## config.mk

```make
export PLATFORM = sky130hd
export DESIGN_NAME = dcd_decode
export DESIGN_NICKNAME = d
export VERILOG_FILES = /design/src/dcd_pkg.sv /design/src/dcd_bank_table.sv /design/src/dcd_decode.sv
export SDC_FILE = /design/constraint.sdc
export NUM_CORES = 1
export LEC_CHECK = 0
export ABC_CLOCK_PERIOD_IN_PS = 4600
export BUFFER_PORTS_ARGS = -buffer_cell sky130_fd_sc_hd__buf_2
export CAP_MARGIN = 20
export CORE_MARGIN = 2
export CORE_UTILIZATION = 58
export CTS_CLUSTER_DIAMETER = 50
export DETAILED_ROUTE_END_ITERATION = 10
export GPL_TIMING_DRIVEN = 0
export PLACE_DENSITY = 0.84
export SLEW_MARGIN = 20
export SYNTH_ARGS = -nofsm -noshare
export SYNTH_HDL_FRONTEND = slang
export SYNTH_SLANG_ARGS = --single-unit
export TNS_END_PERCENT = 10
```

## constraint.sdc

```tcl
create_clock -name sys_clk -period 4.6 [get_ports sys_clk]
set_input_delay 0.92 -clock sys_clk [delete_from_list [all_inputs] [get_ports sys_clk]]
set_output_delay 0.92 -clock sys_clk [all_outputs]
set_load 0.1 [all_outputs]
```

## src/dcd_pkg.sv

```systemverilog
// constants and types shared by the command decoder
// What this block does
// - chip select high acts exactly like no-op; nothing new starts
// - row strobe low alone opens the addressed row in the addressed bank
// - activate takes bank from both bank lines, row from address bits 0..11 or 0..12
// - column strobe low, write enable high starts a read burst
// - column strobe low, write enable low starts a write burst
// - column from address 0..9; address bit 10 selects auto precharge per access
// - precharge closes addressed bank, or all banks when address bit 10 high
// - refresh command: auto refresh if clock enable high, else self refresh entry
// - refresh uses internal row counter, ignores all inputs but clock enable and the write beat pins
// - mode load: bank lines 00 base register, 01 extended register, others reserved
// - mode load stores address bits 0..11 or 0..12 into selected register
// - write mask low writes the beat, high discards it
// - fet control output unsupported; extended register bit 2 stays zero
package dcd_pkg;
    localparam int BANKS       = 4;
    localparam int COL_BITS    = 10;
    localparam int AP_BIT      = 10;
    localparam int EMR_WIDTH   = 12;
    localparam int EMR_FET_BIT = 2;
    localparam logic [1:0] BANK_SEL_BASE = 2'h0;
    localparam logic [1:0] BANK_SEL_EXT  = 2'h1;
    localparam logic [EMR_WIDTH-1:0] EMR_RESET = 12'h000;

    // {row strobe, column strobe, write enable}, active low
    typedef enum logic [2:0] {
        DCD_CMD_MRS  = 3'b000,
        DCD_CMD_REF  = 3'b001,
        DCD_CMD_PRE  = 3'b010,
        DCD_CMD_ACT  = 3'b011,
        DCD_CMD_WR   = 3'b100,
        DCD_CMD_RD   = 3'b101,
        DCD_CMD_BST  = 3'b110,
        DCD_CMD_NOP  = 3'b111
    } dcd_cmd_t;

    typedef enum logic [1:0] {
        DCD_ST_IDLE  = 2'b00,
        DCD_ST_SELF  = 2'b01
    } dcd_state_t;
endpackage : dcd_pkg

```

## src/dcd_bank_table.sv

```systemverilog
// per-bank open flag and open-row memory with registered read data
`timescale 1ns/100ps
`default_nettype none
module dcd_bank_table
    import dcd_pkg::*;
#(
    parameter int ROW_BITS = 13
) (
    // clock and reset
    input  wire logic                       sys_clk,
    input  wire logic                       nrst,
    // updates
    input  wire logic                       open_en,
    input  wire logic                       close_en,
    input  wire logic                       close_all,
    input  wire logic [1:0]                 bank,
    input  wire logic [ROW_BITS-1:0]        row,
    // state
    output logic      [BANKS-1:0]           open_q,
    output logic      [ROW_BITS-1:0]        rd_row_q
);
    logic [ROW_BITS-1:0] rows_q [BANKS];
    logic [BANKS-1:0]    open_d;

    always_comb begin
        open_d = open_q;
        if (close_all) begin
            open_d = '0;
        end else if (close_en) begin
            open_d[bank] = 1'b0;
        end else if (open_en) begin
            open_d[bank] = 1'b1;
        end
    end

    always_ff @(posedge sys_clk or negedge nrst) begin
        if (!nrst) begin
            open_q   <= '0;
            rd_row_q <= '0;
        end else begin
            open_q   <= open_d;
            rd_row_q <= rows_q[bank];
        end
    end

    // storage has no reset; the open flags guard it
    always_ff @(posedge sys_clk) begin
        if (open_en) begin
            rows_q[bank] <= row;
        end
    end
endmodule : dcd_bank_table
`default_nettype wire

```

## src/dcd_decode.sv

```systemverilog
// command decoder for one rank of double-data-rate memory
`timescale 1ns/100ps
`default_nettype none
module dcd_decode
    import dcd_pkg::*;
#(
    parameter int ROW_BITS = 13,
    parameter int REF_BITS = 13
) (
    // clock and reset
    input  wire logic                   sys_clk,
    input  wire logic                   nrst,
    // command pins
    input  wire logic                   clk_en,
    input  wire logic                   rank_select_n,
    input  wire logic                   row_strobe_n,
    input  wire logic                   col_strobe_n,
    input  wire logic                   write_en_n,
    input  wire logic                   bank_line_0,
    input  wire logic                   bank_line_1,
    input  wire logic [ROW_BITS-1:0]    addr,
    // write data beat
    input  wire logic                   beat_valid,
    input  wire logic                   write_mask,
    // decoded events
    output logic                        act_q,
    output logic                        rd_q,
    output logic                        wr_q,
    output logic                        bst_q,
    output logic                        pre_q,
    output logic                        auto_pre_q,
    output logic [1:0]                  bank_q,
    output logic [ROW_BITS-1:0]         row_q,
    output logic [COL_BITS-1:0]         col_q,
    output logic                        aref_q,
    output logic                        self_ref_q,
    output logic [REF_BITS-1:0]         ref_row_q,
    output logic                        beat_write_q,
    // mode registers and state
    output logic [ROW_BITS-1:0]         base_mode_q,
    output logic [EMR_WIDTH-1:0]        extended_mode_control_q,
    output logic                        fet_control_out_n,
    output logic [BANKS-1:0]            bank_open_q,
    output logic [ROW_BITS-1:0]         open_row_q
);
    ////////////////////////////////////////////////////////////////////////////
    function automatic dcd_cmd_t decode(input logic ras, input logic cas, input logic we);
        decode = dcd_cmd_t'({ras, cas, we});
    endfunction : decode

    dcd_cmd_t cmd;
    logic     sel;
    logic [1:0] bank;
    assign cmd  = decode(row_strobe_n, col_strobe_n, write_en_n);
    assign sel  = !rank_select_n;
    assign bank = {bank_line_1, bank_line_0};

    dcd_state_t st_q, st_d;
    logic act_d, rd_d, wr_d, bst_d, pre_d, ap_d, aref_d, self_d, bw_d;
    logic [1:0]             bank_d;
    logic [ROW_BITS-1:0]    row_d, base_d;
    logic [COL_BITS-1:0]    col_d;
    logic [REF_BITS-1:0]    ref_d;
    logic [EMR_WIDTH-1:0]   emr_d;
    logic                   close_all;

    ////////////////////////////////////////////////////////////////////////////
    always_comb begin
        st_d   = st_q;
        act_d  = 1'b0;
        rd_d   = 1'b0;
        wr_d   = 1'b0;
        bst_d  = 1'b0;
        pre_d  = 1'b0;
        aref_d = 1'b0;
        self_d = self_ref_q;
        ap_d   = auto_pre_q;
        bank_d = bank_q;
        row_d  = row_q;
        col_d  = col_q;
        ref_d  = ref_row_q;
        base_d = base_mode_q;
        emr_d  = extended_mode_control_q;
        close_all = 1'b0;
        bw_d   = beat_valid && !write_mask;
        unique case (st_q)
            DCD_ST_SELF: begin
                // only clock enable is looked at here
                if (clk_en) begin
                    st_d   = DCD_ST_IDLE;
                    self_d = 1'b0;
                end else begin
                    ref_d = ref_row_q + 1'b1;
                end
            end
            DCD_ST_IDLE: begin
                if (sel) begin
                    unique case (cmd)
                        DCD_CMD_ACT: begin
                            act_d  = 1'b1;
                            bank_d = bank;
                            row_d  = addr;
                        end
                        DCD_CMD_RD, DCD_CMD_WR: begin
                            rd_d   = (cmd == DCD_CMD_RD);
                            wr_d   = (cmd == DCD_CMD_WR);
                            bank_d = bank;
                            col_d  = addr[COL_BITS-1:0];
                            ap_d   = addr[AP_BIT];
                        end
                        DCD_CMD_BST: bst_d = 1'b1;
                        DCD_CMD_PRE: begin
                            pre_d     = 1'b1;
                            bank_d    = bank;
                            close_all = addr[AP_BIT];
                        end
                        DCD_CMD_REF: begin
                            ref_d = ref_row_q + 1'b1;
                            if (clk_en) begin
                                aref_d = 1'b1;
                            end else begin
                                self_d = 1'b1;
                                st_d   = DCD_ST_SELF;
                            end
                        end
                        DCD_CMD_MRS: begin
                            if (bank == BANK_SEL_BASE) begin
                                base_d = addr;
                            end else if (bank == BANK_SEL_EXT) begin
                                emr_d = addr[EMR_WIDTH-1:0];
                                emr_d[EMR_FET_BIT] = 1'b0;
                            end
                        end
                        DCD_CMD_NOP: ;
                    endcase
                end
            end
            default: st_d = DCD_ST_IDLE;
        endcase
    end

    always_ff @(posedge sys_clk or negedge nrst) begin
        if (!nrst) begin
            st_q                    <= DCD_ST_IDLE;
            act_q                   <= 1'b0;
            rd_q                    <= 1'b0;
            wr_q                    <= 1'b0;
            bst_q                   <= 1'b0;
            pre_q                   <= 1'b0;
            auto_pre_q              <= 1'b0;
            aref_q                  <= 1'b0;
            self_ref_q              <= 1'b0;
            bank_q                  <= '0;
            row_q                   <= '0;
            col_q                   <= '0;
            ref_row_q               <= '0;
            beat_write_q            <= 1'b0;
            base_mode_q             <= '0;
            extended_mode_control_q <= EMR_RESET;
            fet_control_out_n       <= 1'b1;
        end else begin
            st_q                    <= st_d;
            act_q                   <= act_d;
            rd_q                    <= rd_d;
            wr_q                    <= wr_d;
            bst_q                   <= bst_d;
            pre_q                   <= pre_d;
            auto_pre_q              <= ap_d;
            aref_q                  <= aref_d;
            self_ref_q              <= self_d;
            bank_q                  <= bank_d;
            row_q                   <= row_d;
            col_q                   <= col_d;
            ref_row_q               <= ref_d;
            beat_write_q            <= bw_d;
            base_mode_q             <= base_d;
            extended_mode_control_q <= emr_d;
            fet_control_out_n       <= 1'b1; // function not provided
        end
    end

    ////////////////////////////////////////////////////////////////////////////
    logic cmd_open, cmd_close;
    assign cmd_open  = (st_q == DCD_ST_IDLE) && sel && (cmd == DCD_CMD_ACT);
    assign cmd_close = (st_q == DCD_ST_IDLE) && sel && (cmd == DCD_CMD_PRE);

    dcd_bank_table #(.ROW_BITS(ROW_BITS)) u_banks (
        .sys_clk   (sys_clk),
        .nrst      (nrst),
        .open_en   (cmd_open),
        .close_en  (cmd_close),
        .close_all (cmd_close && close_all),
        .bank      (bank),
        .row       (addr),
        .open_q    (bank_open_q),
        .rd_row_q  (open_row_q)
    );

    ////////////////////////////////////////////////////////////////////////////
    property p_deselect_idle;
        @(posedge sys_clk) disable iff (!nrst)
        (rank_select_n && st_q == DCD_ST_IDLE) |=> !(act_q || rd_q || wr_q || pre_q || aref_q);
    endproperty
    a_deselect_idle: assert property (p_deselect_idle) else $error("deselect started op");

    property p_act;
        @(posedge sys_clk) disable iff (!nrst)
        (st_q == DCD_ST_IDLE && sel && cmd == DCD_CMD_ACT)
            |=> act_q && row_q == $past(addr) && bank_q == $past(bank);
    endproperty
    a_act: assert property (p_act) else $error("activate not decoded");

    property p_act_open;
        @(posedge sys_clk) disable iff (!nrst)
        act_q |-> bank_open_q[bank_q];
    endproperty
    a_act_open: assert property (p_act_open) else $error("bank not opened");

    property p_rd;
        @(posedge sys_clk) disable iff (!nrst)
        (st_q == DCD_ST_IDLE && sel && cmd == DCD_CMD_RD) |=> rd_q && !wr_q;
    endproperty
    a_rd: assert property (p_rd) else $error("read not decoded");

    property p_wr;
        @(posedge sys_clk) disable iff (!nrst)
        (st_q == DCD_ST_IDLE && sel && cmd == DCD_CMD_WR) |=> wr_q && !rd_q;
    endproperty
    a_wr: assert property (p_wr) else $error("write not decoded");

    property p_ap;
        @(posedge sys_clk) disable iff (!nrst)
        (rd_q || wr_q) |-> auto_pre_q == $past(addr[AP_BIT]) && col_q == $past(addr[COL_BITS-1:0]);
    endproperty
    a_ap: assert property (p_ap) else $error("column or auto precharge wrong");

    property p_pre_all;
        @(posedge sys_clk) disable iff (!nrst)
        (st_q == DCD_ST_IDLE && sel && cmd == DCD_CMD_PRE && addr[AP_BIT]) |=> bank_open_q == '0;
    endproperty
    a_pre_all: assert property (p_pre_all) else $error("precharge all left bank open");

    property p_self;
        @(posedge sys_clk) disable iff (!nrst)
        (st_q == DCD_ST_IDLE && sel && cmd == DCD_CMD_REF && !clk_en) |=> self_ref_q && !aref_q;
    endproperty
    a_self: assert property (p_self) else $error("self refresh not entered");

    property p_self_ignore;
        @(posedge sys_clk) disable iff (!nrst)
        (self_ref_q && !clk_en) |=> $stable(extended_mode_control_q) && !act_q && !rd_q;
    endproperty
    a_self_ignore: assert property (p_self_ignore) else $error("input acted in refresh");

    property p_emr;
        @(posedge sys_clk) disable iff (!nrst)
        (st_q == DCD_ST_IDLE && sel && cmd == DCD_CMD_MRS && bank == BANK_SEL_EXT)
            |=> extended_mode_control_q[1:0] == $past(addr[1:0]) && $stable(base_mode_q);
    endproperty
    a_emr: assert property (p_emr) else $error("extended load wrong");

    property p_fet;
        @(posedge sys_clk) disable iff (!nrst)
        !extended_mode_control_q[EMR_FET_BIT] && fet_control_out_n;
    endproperty
    a_fet: assert property (p_fet) else $error("fet control active");

    property p_mask;
        @(posedge sys_clk) disable iff (!nrst)
        (beat_valid && write_mask) |=> !beat_write_q;
    endproperty
    a_mask: assert property (p_mask) else $error("masked beat written");

    property p_beat;
        @(posedge sys_clk) disable iff (!nrst)
        (beat_valid && !write_mask) |=> beat_write_q;
    endproperty
    a_beat: assert property (p_beat) else $error("unmasked beat dropped");

    property p_pre_one;
        @(posedge sys_clk) disable iff (!nrst)
        (st_q == DCD_ST_IDLE && sel && cmd == DCD_CMD_PRE && !addr[AP_BIT])
            |=> !bank_open_q[$past(bank)];
    endproperty
    a_pre_one: assert property (p_pre_one) else $error("addressed bank left open");

    property p_aref;
        @(posedge sys_clk) disable iff (!nrst)
        (st_q == DCD_ST_IDLE && sel && cmd == DCD_CMD_REF && clk_en)
            |=> aref_q && !self_ref_q && ref_row_q == REF_BITS'($past(ref_row_q) + 1'b1);
    endproperty
    a_aref: assert property (p_aref) else $error("auto refresh not decoded");

    property p_self_exit;
        @(posedge sys_clk) disable iff (!nrst)
        (self_ref_q && clk_en) |=> !self_ref_q;
    endproperty
    a_self_exit: assert property (p_self_exit) else $error("self refresh not left");

    property p_base;
        @(posedge sys_clk) disable iff (!nrst)
        (st_q == DCD_ST_IDLE && sel && cmd == DCD_CMD_MRS && bank == BANK_SEL_BASE)
            |=> base_mode_q == $past(addr) && $stable(extended_mode_control_q);
    endproperty
    a_base: assert property (p_base) else $error("base load wrong");

    property p_mrs_reserved;
        @(posedge sys_clk) disable iff (!nrst)
        (st_q == DCD_ST_IDLE && sel && cmd == DCD_CMD_MRS && bank[1])
            |=> $stable(base_mode_q) && $stable(extended_mode_control_q);
    endproperty
    a_mrs_reserved: assert property (p_mrs_reserved) else $error("reserved load acted");
endmodule : dcd_decode
`default_nettype wire

```

==> run metrics, run 1 <==
maximum fanout count along the critical path 10; Maximum Capacitance Violations 0; quantity of I/O buffers inserted on ports 111; GRT Util Overall 0.226; most frequently used cell type in the post-synthesis netlist dfrtp_1; dominant register cell in the synthesized netlist dfrtp_1; total stage count of the critical path 8; die area 0.00975 mm2; Achievable Freq 334 MHz; count of instances resized after the clock tree is built 0; number of rows in the core area 34; TritonCTS clock tree built; area of the core 0.00872 mm2; actual slew at the worst max-slew pin 0.843 ns; Critical path buffers and inverters 4; antenna-violating nets left 0; number of instances in the synthesized netlist 299; sequential cell area fraction in the yosys report 0.723; Final Non-Filler Cells 552; Iteration-0 DRC Markers 220; result of the run complete, no violations; Boundary Pins 114; total nets after synthesis 325; WL/cell 18.7 um; type of element launching the critical path input pin; post-placement setup slack 1.06 ns; number of global-route vias before repair 3116; tightest slew margin relative to the limit 0.438; cell with the most instances on the worst path buf_2; top cell type's share of synthesized area 0.423; worst hold path type input pin to asynchronous set/reset pin; critical path's top delay family simple AND/OR/NAND/NOR gates; setup slack of the critical path after layout 1.61 ns; cell chosen for the clock root clkbuf_8; antenna fix cells 0; H-tree depth reported by CTS 4; Synth Register Bits 140; area of the mapped netlist 0.00520 mm2; global route overflow 0; final design utilization 0.749; post-synth top area cell dfrtp_1; RSZ-0062 raised after global routing false; most used standard cells in the synthesized netlist dfrtp_1 (88), edfxtp_1 (52), mux2_2 (50); Clock Tree Buf Depth 2; Max rail drop VDD 432 uV; max-slew violations 0; post-synthesis average cell area 17.4 um2; cell chain of the critical path buf_2, nor3_1, and2_1, clkbuf_1, nand2_1, buf_2, nor3_2, buf_6; share of flip-flops with an asynchronous set or reset after synthesis 0.629; Starting Density 0.597; slowest cell on the critical path nor3_2; vias after detailed routing 3031; global-route wire length before repair 16200 um; largest cells by area after synthesis dfrtp_1 (42%), edfxtp_1 (30%), mux2_2 (11%), mux4_2 (5.6%), xor2_1 (1.3%); cts-stage hold buffer count 0; dpl cells 520; Via-to-Cell Ratio 5.49; number of synthesized flops with an enable pin 52; P&R area growth vs syn 25.6%; die width 98.7 um; DRT Wirelength 10300 um; CP Data Required Time 4.82 ns; count of final hold-check violations 0; Leak Pwr 2.92 nW; post-route fraction of the period consumed by the critical path 0.650; initial antenna violation count 0; pwr dens 641 mW/mm2; number of buffers inserted by post-CTS setup repair 0; crit-path max cell delay 0.52 ns; synth unique cells 32; number of warnings printed during yosys synthesis 0; number of DRC violations after detailed routing 0; estimated wirelength of the detail-placed design 6980 um; number of clock sinks 140; worst skew pair latency 0.51 ns; data arrival time of the critical path 3.21 ns; Min Clock Period, post-route 2.99 ns; crit path kind input pin to flop; DIE HEIGHT 98.7 um; placer congestion estimate 0.836; Detailed Routing Iterations Pass 1 4; worst reg-to-reg path cell count 7; Clock Pin Slew Worst Setup and Hold Paths 0.06 ns; share of final-layout standard cells stronger than drive strength 1 0.493; clock skew 0.00715 ns; maximum number of pins on one net before global-route repair 55; final layout net count 457; endpoint class of the critical path flop; Setup TNS Final 0 ns; CTS Buf Count 17; slack of the worst reg-to-reg path 1.69 ns; Final setup violation count 0
==> stage by stage <==
step	hold WS, ns	cell area, um2	total power, mW
detailed placement	0.476	5950	2.88
finish	0.368	6540	4.19
CTS	0.368	6540	4.21
floorplan	0.539	5200	2.64
global placement	0.453	5900	2.85
global route	0.390	6540	4.32
==> cell type report <==
type	count	area (um2)
Buffer	11	51.3
Clock buffer	18	418
Clock inverter	14	168
Fill cell	537	2190
Inverter	5	18.8
Multi-Input combinational cell	143	1380
Sequential cell	140	3760
Tap cell	108	135
Timing Repair Buffer	113	597
==> cells by family (layout without fill, tap and decap cells) <==
logic type,Yosys count,count (layout),synth area share
other,2,2,0.00144
XOR/XNOR,12,12,0.0202
buffers and inverters,16,161,0.0135
flip-flops,140,140,0.723
multiplexers,65,65,0.169
AO/OA/AOI/OAI,9,9,0.00913
AND/OR/NAND/NOR,53,53,0.0587
adder cells (fa/ha/maj),2,2,0.00481
==> registers in the layout, summed over array words and instances, names as in the netlist, 2 cells and up <==
signal                   cells
u_banks.rd_row_q            13
u_banks.open_q               4
ref_row_q                   13
bank_q                       2
u_banks.rows_q              52
base_mode_q                 13
extended_mode_control_q     11
row_q                       13
col_q                       10
==> per-layer routing <==
metal | vias to the layer above | global-route usage | share of wire
met5 | - | 0 | 0
met4 | 0 | 0.0748 | 0.0081
met1 | 1525 | 0.281 | 0.38
met3 | 8 | 0.0716 | 0.089
met2 | 128 | 0.381 | 0.52
li1 | 1370 | - | -
==> path summary, 6_finish.rpt <==
| path | end | from |
|---|---|---|
| setup / recovery | u_banks.rows_q[0][1] | rank_select_n |
| hold / removal | ref_row_q[5] | nrst |
| setup reg to reg | u_banks.rows_q[0][1] | self_ref_q |
| hold reg to reg | ref_row_q[12] | ref_row_q[12] |
| max in group asynchronous | row_q[4] | nrst |
| min in group sys_clk | ref_row_q[12] | ref_row_q[12] |
==> power breakdown <==
part	internal (mW)	switching, mW	leakage (nW)
clock network	0.827	0.510	0.280
logic	0.205	1.14	1.08
registers	1.43	0.0847	1.56
==> cell usage in the layout (no fill, tap or decap), drive strengths merged, types with 5 or more instances in the layout <==
cell / instances
buf: 121
dfrtp: 88
edfxtp: 52
mux2: 51
clkbuf: 21
mux4: 13
nand2: 11
inv: 9
xor2: 8
a21oi: 7
nor2: 7
nor3: 5
Note: power is estimated with default switching activity, not from simulation.
==> run 2, diff against run 1 <==
--- a/config.mk
+++ b/config.mk
@@ -5,15 +5,15 @@
 export SDC_FILE = /design/constraint.sdc
 export NUM_CORES = 1
 export LEC_CHECK = 0
-export ABC_CLOCK_PERIOD_IN_PS = 4600
+export ABC_CLOCK_PERIOD_IN_PS = 2500
 export BUFFER_PORTS_ARGS = -buffer_cell sky130_fd_sc_hd__buf_2
 export CAP_MARGIN = 20
 export CORE_MARGIN = 2
-export CORE_UTILIZATION = 58
+export CORE_UTILIZATION = 48
 export CTS_CLUSTER_DIAMETER = 50
 export DETAILED_ROUTE_END_ITERATION = 10
 export GPL_TIMING_DRIVEN = 0
-export PLACE_DENSITY = 0.84
+export PLACE_DENSITY = 0.75
 export SLEW_MARGIN = 20
 export SYNTH_ARGS = -nofsm -noshare
 export SYNTH_HDL_FRONTEND = slang
==> constraint.sdc (replaced) <==
create_clock -name sys_clk -period 2.5 [get_ports sys_clk]
set_input_delay 0.5 -clock sys_clk [delete_from_list [all_inputs] [get_ports sys_clk]]
set_output_delay 0.5 -clock sys_clk [all_outputs]
set_load 0.1 [all_outputs]
==> run metrics, run 2 (same netlist as run 1, synthesis figures left out) <==
H-tree depth reported by CTS 4 (unchanged); Clock Pin Slew Worst Setup and Hold Paths 0.06 ns (about the same); WL/cell 17.9 um (was 18.7 um); cell chosen for the clock root clkbuf_8 (unchanged); slowest cell on the critical path dfrtp_2 (was nor3_2); maximum number of pins on one net before global-route repair 49 (was 55); RSZ-0062 raised after global routing false (unchanged); result of the run complete, no violations (unchanged); number of clock sinks 140 (unchanged); Final setup violation count 0 (unchanged); number of global-route vias before repair 3000 (was 3116); Max rail drop VDD 797 uV (was 432 uV); startpoint of the worst hold path write_mask; DRT Wirelength 10500 um (was 10300 um); Iteration-0 DRC Markers 136 (was 220); global-route wire length before repair 16300 um (was 16200 um); die area 0.0117 mm2 (was 0.00975 mm2); placer congestion estimate 0.739 (was 0.836); dpl cells 551 (was 520); worst skew pair latency 0.51 ns (about the same); Boundary Pins 114 (unchanged); worst reg-to-reg path cell count 5 (was 7); GRT Util Overall 0.194 (was 0.226); die width 108 um (was 98.7 um); P&R area growth vs syn 29.2% (was 25.6%); Leak Pwr 2.99 nW (was 2.92 nW); max-slew violations 0 (unchanged); CP Data Required Time 2.90 ns (was 4.82 ns); crit path kind flop to flop (was input pin to flop); Detailed Routing Iterations Pass 1 4 (unchanged); quantity of I/O buffers inserted on ports 111 (unchanged); worst reg2reg path endpoint base_mode_q[7] (was u_banks.rows_q[0][1]); maximum fanout count along the critical path 10 (unchanged); hold depth 2; register containing the most flip-flops in the final layout u_banks.rows_q (unchanged); data arrival time of the critical path 2.70 ns (was 3.21 ns); cell chain of the critical path nor3_1, nor3b_1, nand2_1, buf_1, mux2_2 (was buf_2, nor3_1, and2_1, clkbuf_1, nand2_1, buf_2, nor3_2, buf_6); hold-critical path endpoint beat_write_q; antenna-violating nets left 0 (unchanged); most frequent cells in the layout buf_2 (111), dfrtp_1 (87), edfxtp_1 (52), mux2_2 (50), clkbuf_16 (17) (was buf_2 (112), dfrtp_1 (88), edfxtp_1 (52), mux2_2 (50), clkbuf_16 (16)); DIE HEIGHT 108 um (was 98.7 um); Achievable Freq 434 MHz; Critical path buffers and inverters 1 (was 4); pwr dens 1170 mW/mm2 (was 641 mW/mm2); area of the core 0.0107 mm2 (was 0.00872 mm2); Setup TNS Final 0 ns (unchanged); number of rows in the core area 38 (was 34); worst hold path type input pin to flop (was input pin to asynchronous set/reset pin); tightest slew margin relative to the limit 0.433 (was 0.438); fin area 0.00673 mm2 (was 0.00654 mm2); worst reg2reg startpoint self_ref_q (unchanged); placed standard-cell area 0.00599 mm2 (was 0.00595 mm2); share of final-layout standard cells stronger than drive strength 1 0.506 (was 0.493); antenna fix cells 0 (unchanged); type of element launching the critical path flop (was input pin); endpoint class of the critical path flop (unchanged); crit-path max cell delay 0.43 ns (was 0.52 ns); estimated wirelength of the detail-placed design 6790 um (was 6980 um); actual slew at the worst max-slew pin 0.850 ns (was 0.843 ns); slack of the worst reg-to-reg path 0.20 ns (was 1.69 ns); final layout net count 462 (was 457); CTS Buf Count 17 (unchanged); Starting Density 0.487 (was 0.597); number of DRC violations after detailed routing 0 (unchanged); count of final hold-check violations 0 (unchanged); Via-to-Cell Ratio 5.16 (was 5.49); global route overflow 0 (unchanged); Hold Slack 0.136 ns (was 0.368 ns); TritonCTS clock tree built (unchanged); most common cell after layout, fill and taps aside buf_2 (unchanged); critical path's top delay family simple AND/OR/NAND/NOR gates (unchanged); Final Non-Filler Cells 589 (was 552); post-route fraction of the period consumed by the critical path 0.922; Clock Tree Buf Depth 2 (unchanged); vias after detailed routing 3042 (was 3031); clock skew 0.00674 ns (was 0.00715 ns); max FFs per register 52 (unchanged); Maximum Capacitance Violations 0 (unchanged); initial antenna violation count 0 (unchanged); Min Clock Period, post-route 2.30 ns
==> run 2: cell types whose count changed in the layout (fill, tap and decap cells not counted), moves of 2 or more <==
cell and change:
buf_4 +2, nor2_4 +3, buf_12 +3, nor2_2 -3
==> run 2: repair_timing <==
action | 4_1_cts | 5_1_grt
endpoints found under the hold margin | 40 | 0
hold buffers | 1 | 0
pin swaps | 3 | 2
buffers inserted | 4 | 1
resized for setup | 4 | 4
endpoints found under the setup margin | 52 | 51
==> run 2: worst max path at each step <==
stage / start / end / slack [ns] / depth (start not counted)
6_report: self_ref_q / base_mode_q[7] / 0.20 / 5
5_1_grt: self_ref_q / base_mode_q[7] / 0.03 / 5
4_1_cts: self_ref_q / u_banks.rows_q[2][2] / 0.02 / 6
3_5_place_dp: rank_select_n / u_banks.rows_q[3][6] / -0.62 / 7
3_3_place_gp: rank_select_n / u_banks.rows_q[3][4] / -0.56 / 7
2_1_floorplan: self_ref_q / u_banks.rows_q[1][0] / 0.06 / 6
==> run 2: metal layers <==
layer / track usage / up-vias / routed length, um
li1: - / 1380 / -
met1: 0.239 / 1546 / 4410
met2: 0.316 / 101 / 5290
met3: 0.0669 / 15 / 599
met4: 0.0751 / 0 / 241
met5: 0 / - / 0
==> run 2: cell type report <==
type | instances | area, um2
Inverter | 5 | 18.8
Fill cell | 806 | 3970
Clock inverter | 13 | 186
Timing Repair Buffer | 118 | 671
Clock buffer | 19 | 443
Tap cell | 140 | 175
Buffer | 11 | 55.1
Sequential cell | 140 | 3760
Multi-Input combinational cell | 143 | 1410
==> run 2: metrics by stage <==
step / total power [mW] / utilization / setup WS (ns)
CTS: 7.94 / 0.626 / 0.0165
finish: 7.87 / 0.629 / 0.196
detailed placement: 5.29 / 0.560 / -0.620
global route: 8.14 / 0.629 / 0.0305
global placement: 5.25 / 0.557 / -0.558
floorplan: 4.85 / - / 0.0564
==> run 2: report_power, final <==
part / total, mW / internal, mW / switching, mW / leakage (nW)
Sequential: 2.78 / 2.63 / 0.152 / 1.56
Clock: 2.63 / 1.69 / 0.940 / 0.304
Combinational: 2.46 / 0.379 / 2.08 / 1.13
Total: 7.87 / 4.69 / 3.18 / 2.99
==> run 3, diff against run 2 <==
--- a/config.mk
+++ b/config.mk
@@ -5,9 +5,9 @@
 export SDC_FILE = /design/constraint.sdc
 export NUM_CORES = 1
 export LEC_CHECK = 0
-export ABC_CLOCK_PERIOD_IN_PS = 2500
+export ABC_CLOCK_PERIOD_IN_PS = 1900
 export BUFFER_PORTS_ARGS = -buffer_cell sky130_fd_sc_hd__buf_2
-export CAP_MARGIN = 20
+export CORE_ASPECT_RATIO = 0.7
 export CORE_MARGIN = 2
 export CORE_UTILIZATION = 48
 export CTS_CLUSTER_DIAMETER = 50
==> constraint.sdc (replaced) <==
create_clock -name sys_clk -period 1.9 [get_ports sys_clk]
set_input_delay 0.38 -clock sys_clk [delete_from_list [all_inputs] [get_ports sys_clk]]
set_output_delay 0.38 -clock sys_clk [all_outputs]
set_load 0.1 [all_outputs]
==> run metrics, run 3 (same netlist as run 1, synthesis figures left out) <==
final layout net count 461 (was 462); Hold Slack -0.00468 ns (was 0.136 ns); Starting Density 0.499 (was 0.487); worst reg-to-reg path cell count 5 (unchanged); Min Clock Period, post-route 1.88 ns (was 2.30 ns); estimated wirelength of the detail-placed design 6960 um (was 6790 um); placed standard-cell area 0.00604 mm2 (was 0.00599 mm2); Detailed Routing Iterations Pass 1 4 (unchanged); critical path's top delay family simple AND/OR/NAND/NOR gates (unchanged); die width 128 um (was 108 um); number of rows in the core area 31 (was 38); Maximum Capacitance Violations 0 (unchanged); type of element launching the critical path flop (unchanged); total power after layout 10.1 mW (was 7.87 mW); quantity of I/O buffers inserted on ports 111 (unchanged); DIE HEIGHT 91.1 um (was 108 um); fin area 0.00671 mm2 (was 0.00673 mm2); die area 0.0117 mm2 (about the same); Achievable Freq 531 MHz (was 434 MHz); crit path kind flop to flop (unchanged); number of DRC violations after detailed routing 0 (unchanged); actual slew at the worst max-slew pin 0.743 ns (was 0.850 ns); worst skew pair latency 0.40 ns (was 0.51 ns); pwr dens 1500 mW/mm2 (was 1170 mW/mm2); H-tree depth reported by CTS 4 (unchanged); antenna-violating nets left 0 (unchanged); CP Data Required Time 2.18 ns (was 2.90 ns); data arrival time of the critical path 2.17 ns (was 2.70 ns); Via-to-Cell Ratio 5.15 (was 5.16); cell chosen for the clock root clkbuf_16 (was clkbuf_8); count of final hold-check violations 6 (was 0); vias after detailed routing 2982 (was 3042); number of global-route vias before repair 3166 (was 3000); failing checks negative hold slack; max-slew violations 0 (unchanged); crit-path max cell delay 0.50 ns (was 0.43 ns); post-route fraction of the period consumed by the critical path 0.991 (was 0.922); global-route wire length before repair 16500 um (was 16300 um); dpl cells 543 (was 551); share of final-layout standard cells stronger than drive strength 1 0.512 (was 0.506); slowest cell on the critical path dfrtp_4 (was dfrtp_2); most common cell after layout, fill and taps aside buf_2 (unchanged); worst reg2reg path endpoint extended_mode_control_q[3] (was base_mode_q[7]); Clock Tree Buf Depth 2 (unchanged); Boundary Pins 114 (unchanged); number of clock sinks 140 (unchanged); antenna fix cells 0 (unchanged); worst reg2reg startpoint self_ref_q (unchanged); tightest slew margin relative to the limit 0.505 (was 0.433); Max rail drop VDD 1040 uV (was 797 uV); WL/cell 18.1 um (was 17.9 um); Final setup violation count 0 (unchanged); global route overflow 0 (unchanged); maximum number of pins on one net before global-route repair 49 (unchanged); maximum fanout count along the critical path 10 (unchanged); cell chain of the critical path nor3_4, nor3b_4, nand2_1, clkbuf_1, mux2_2 (was nor3_1, nor3b_1, nand2_1, buf_1, mux2_2); Critical path buffers and inverters 1 (unchanged); max FFs per register 52 (unchanged); area of the core 0.0104 mm2 (was 0.0107 mm2); slack of the worst reg-to-reg path 0.02 ns (was 0.20 ns); P&R area growth vs syn 28.9% (was 29.2%); GRT Util Overall 0.191 (was 0.194); register containing the most flip-flops in the final layout u_banks.rows_q (unchanged); initial antenna violation count 0 (unchanged); most frequent cells in the layout buf_2 (112), dfrtp_1 (83), edfxtp_1 (52), mux2_2 (50), clkbuf_16 (17) (was buf_2 (111), dfrtp_1 (87), edfxtp_1 (52), mux2_2 (50), clkbuf_16 (17)); clock skew 0.00840 ns (was 0.00674 ns); final design utilization 0.643 (was 0.629); Clock Pin Slew Worst Setup and Hold Paths 0.06 ns (about the same); Leak Pwr 2.97 nW (was 2.99 nW); Iteration-0 DRC Markers 225 (was 136); CTS Buf Count 17 (unchanged); result of the run finished, violations left (was complete, no violations); RSZ-0062 raised after global routing true (was false); placer congestion estimate 0.752 (was 0.739); endpoint class of the critical path flop (unchanged); TritonCTS clock tree built (unchanged); Final Non-Filler Cells 579 (was 589); DRT Wirelength 10500 um (about the same); worst hold path type input pin to asynchronous set/reset pin (was input pin to flop)
run 3: worst max-delay path by stage:
| stage | startpoint | to | depth (start not counted) |
|---|---|---|---|
| after floorplan | self_ref_q | u_banks.rows_q[0][0] | 6 |
| final | self_ref_q | extended_mode_control_q[3] | 5 |
| after CTS | self_ref_q | u_banks.rows_q[3][2] | 6 |
| after global placement | nrst | self_ref_q | 1 |
| after global routing | self_ref_q | extended_mode_control_q[7] | 5 |
| after detailed placement | bank_line_0 | u_banks.rows_q[3][5] | 5 |
run 3: stage by stage:
stage	hold WS, ns	TNS [ns]	worst slack [ns]
floorplan	0.0844	-3.04	-0.180
global placement	0.452	-51.72	-0.543
detailed placement	0.440	-29.62	-0.564
CTS	0.00470	-3.98	-0.115
global route	0.0331	-1.38	-0.0846
finish	-0.00468	0	0.0171
run 3: routing by layer:
metal  up-vias  wire, um  global-route usage
met5         -         0                   0
met4         0        63              0.0714
met3         4       762              0.0660
met2        95      5180               0.306
met1      1509      4480               0.243
li1       1374         -                   -
run 3: what timing repair did:
item	CTS	global route
setup buffers	2	3
setup endpoints to repair	82	71
pin swaps	4	4
hold buffers	0	0
resized for setup	6	4
run 3: cell type report:
type	instances	area (um2)
clock buffer	21	440
sequential	140	3770
tap	132	165
fill	758	3730
timing repair buffer	117	657
buffer	11	83.8
inverter	5	18.8
multi-input combinational	143	1450
clock inverter	10	124
run 3: report_power, final:
group          total, mW  switching (mW)  internal (mW)  leakage, nW
sequential          3.66           0.199           3.47         1.55
clock               3.17            1.13           2.03        0.275
combinational       3.26            2.75          0.504         1.14
total               10.1            4.09           6.00         2.97
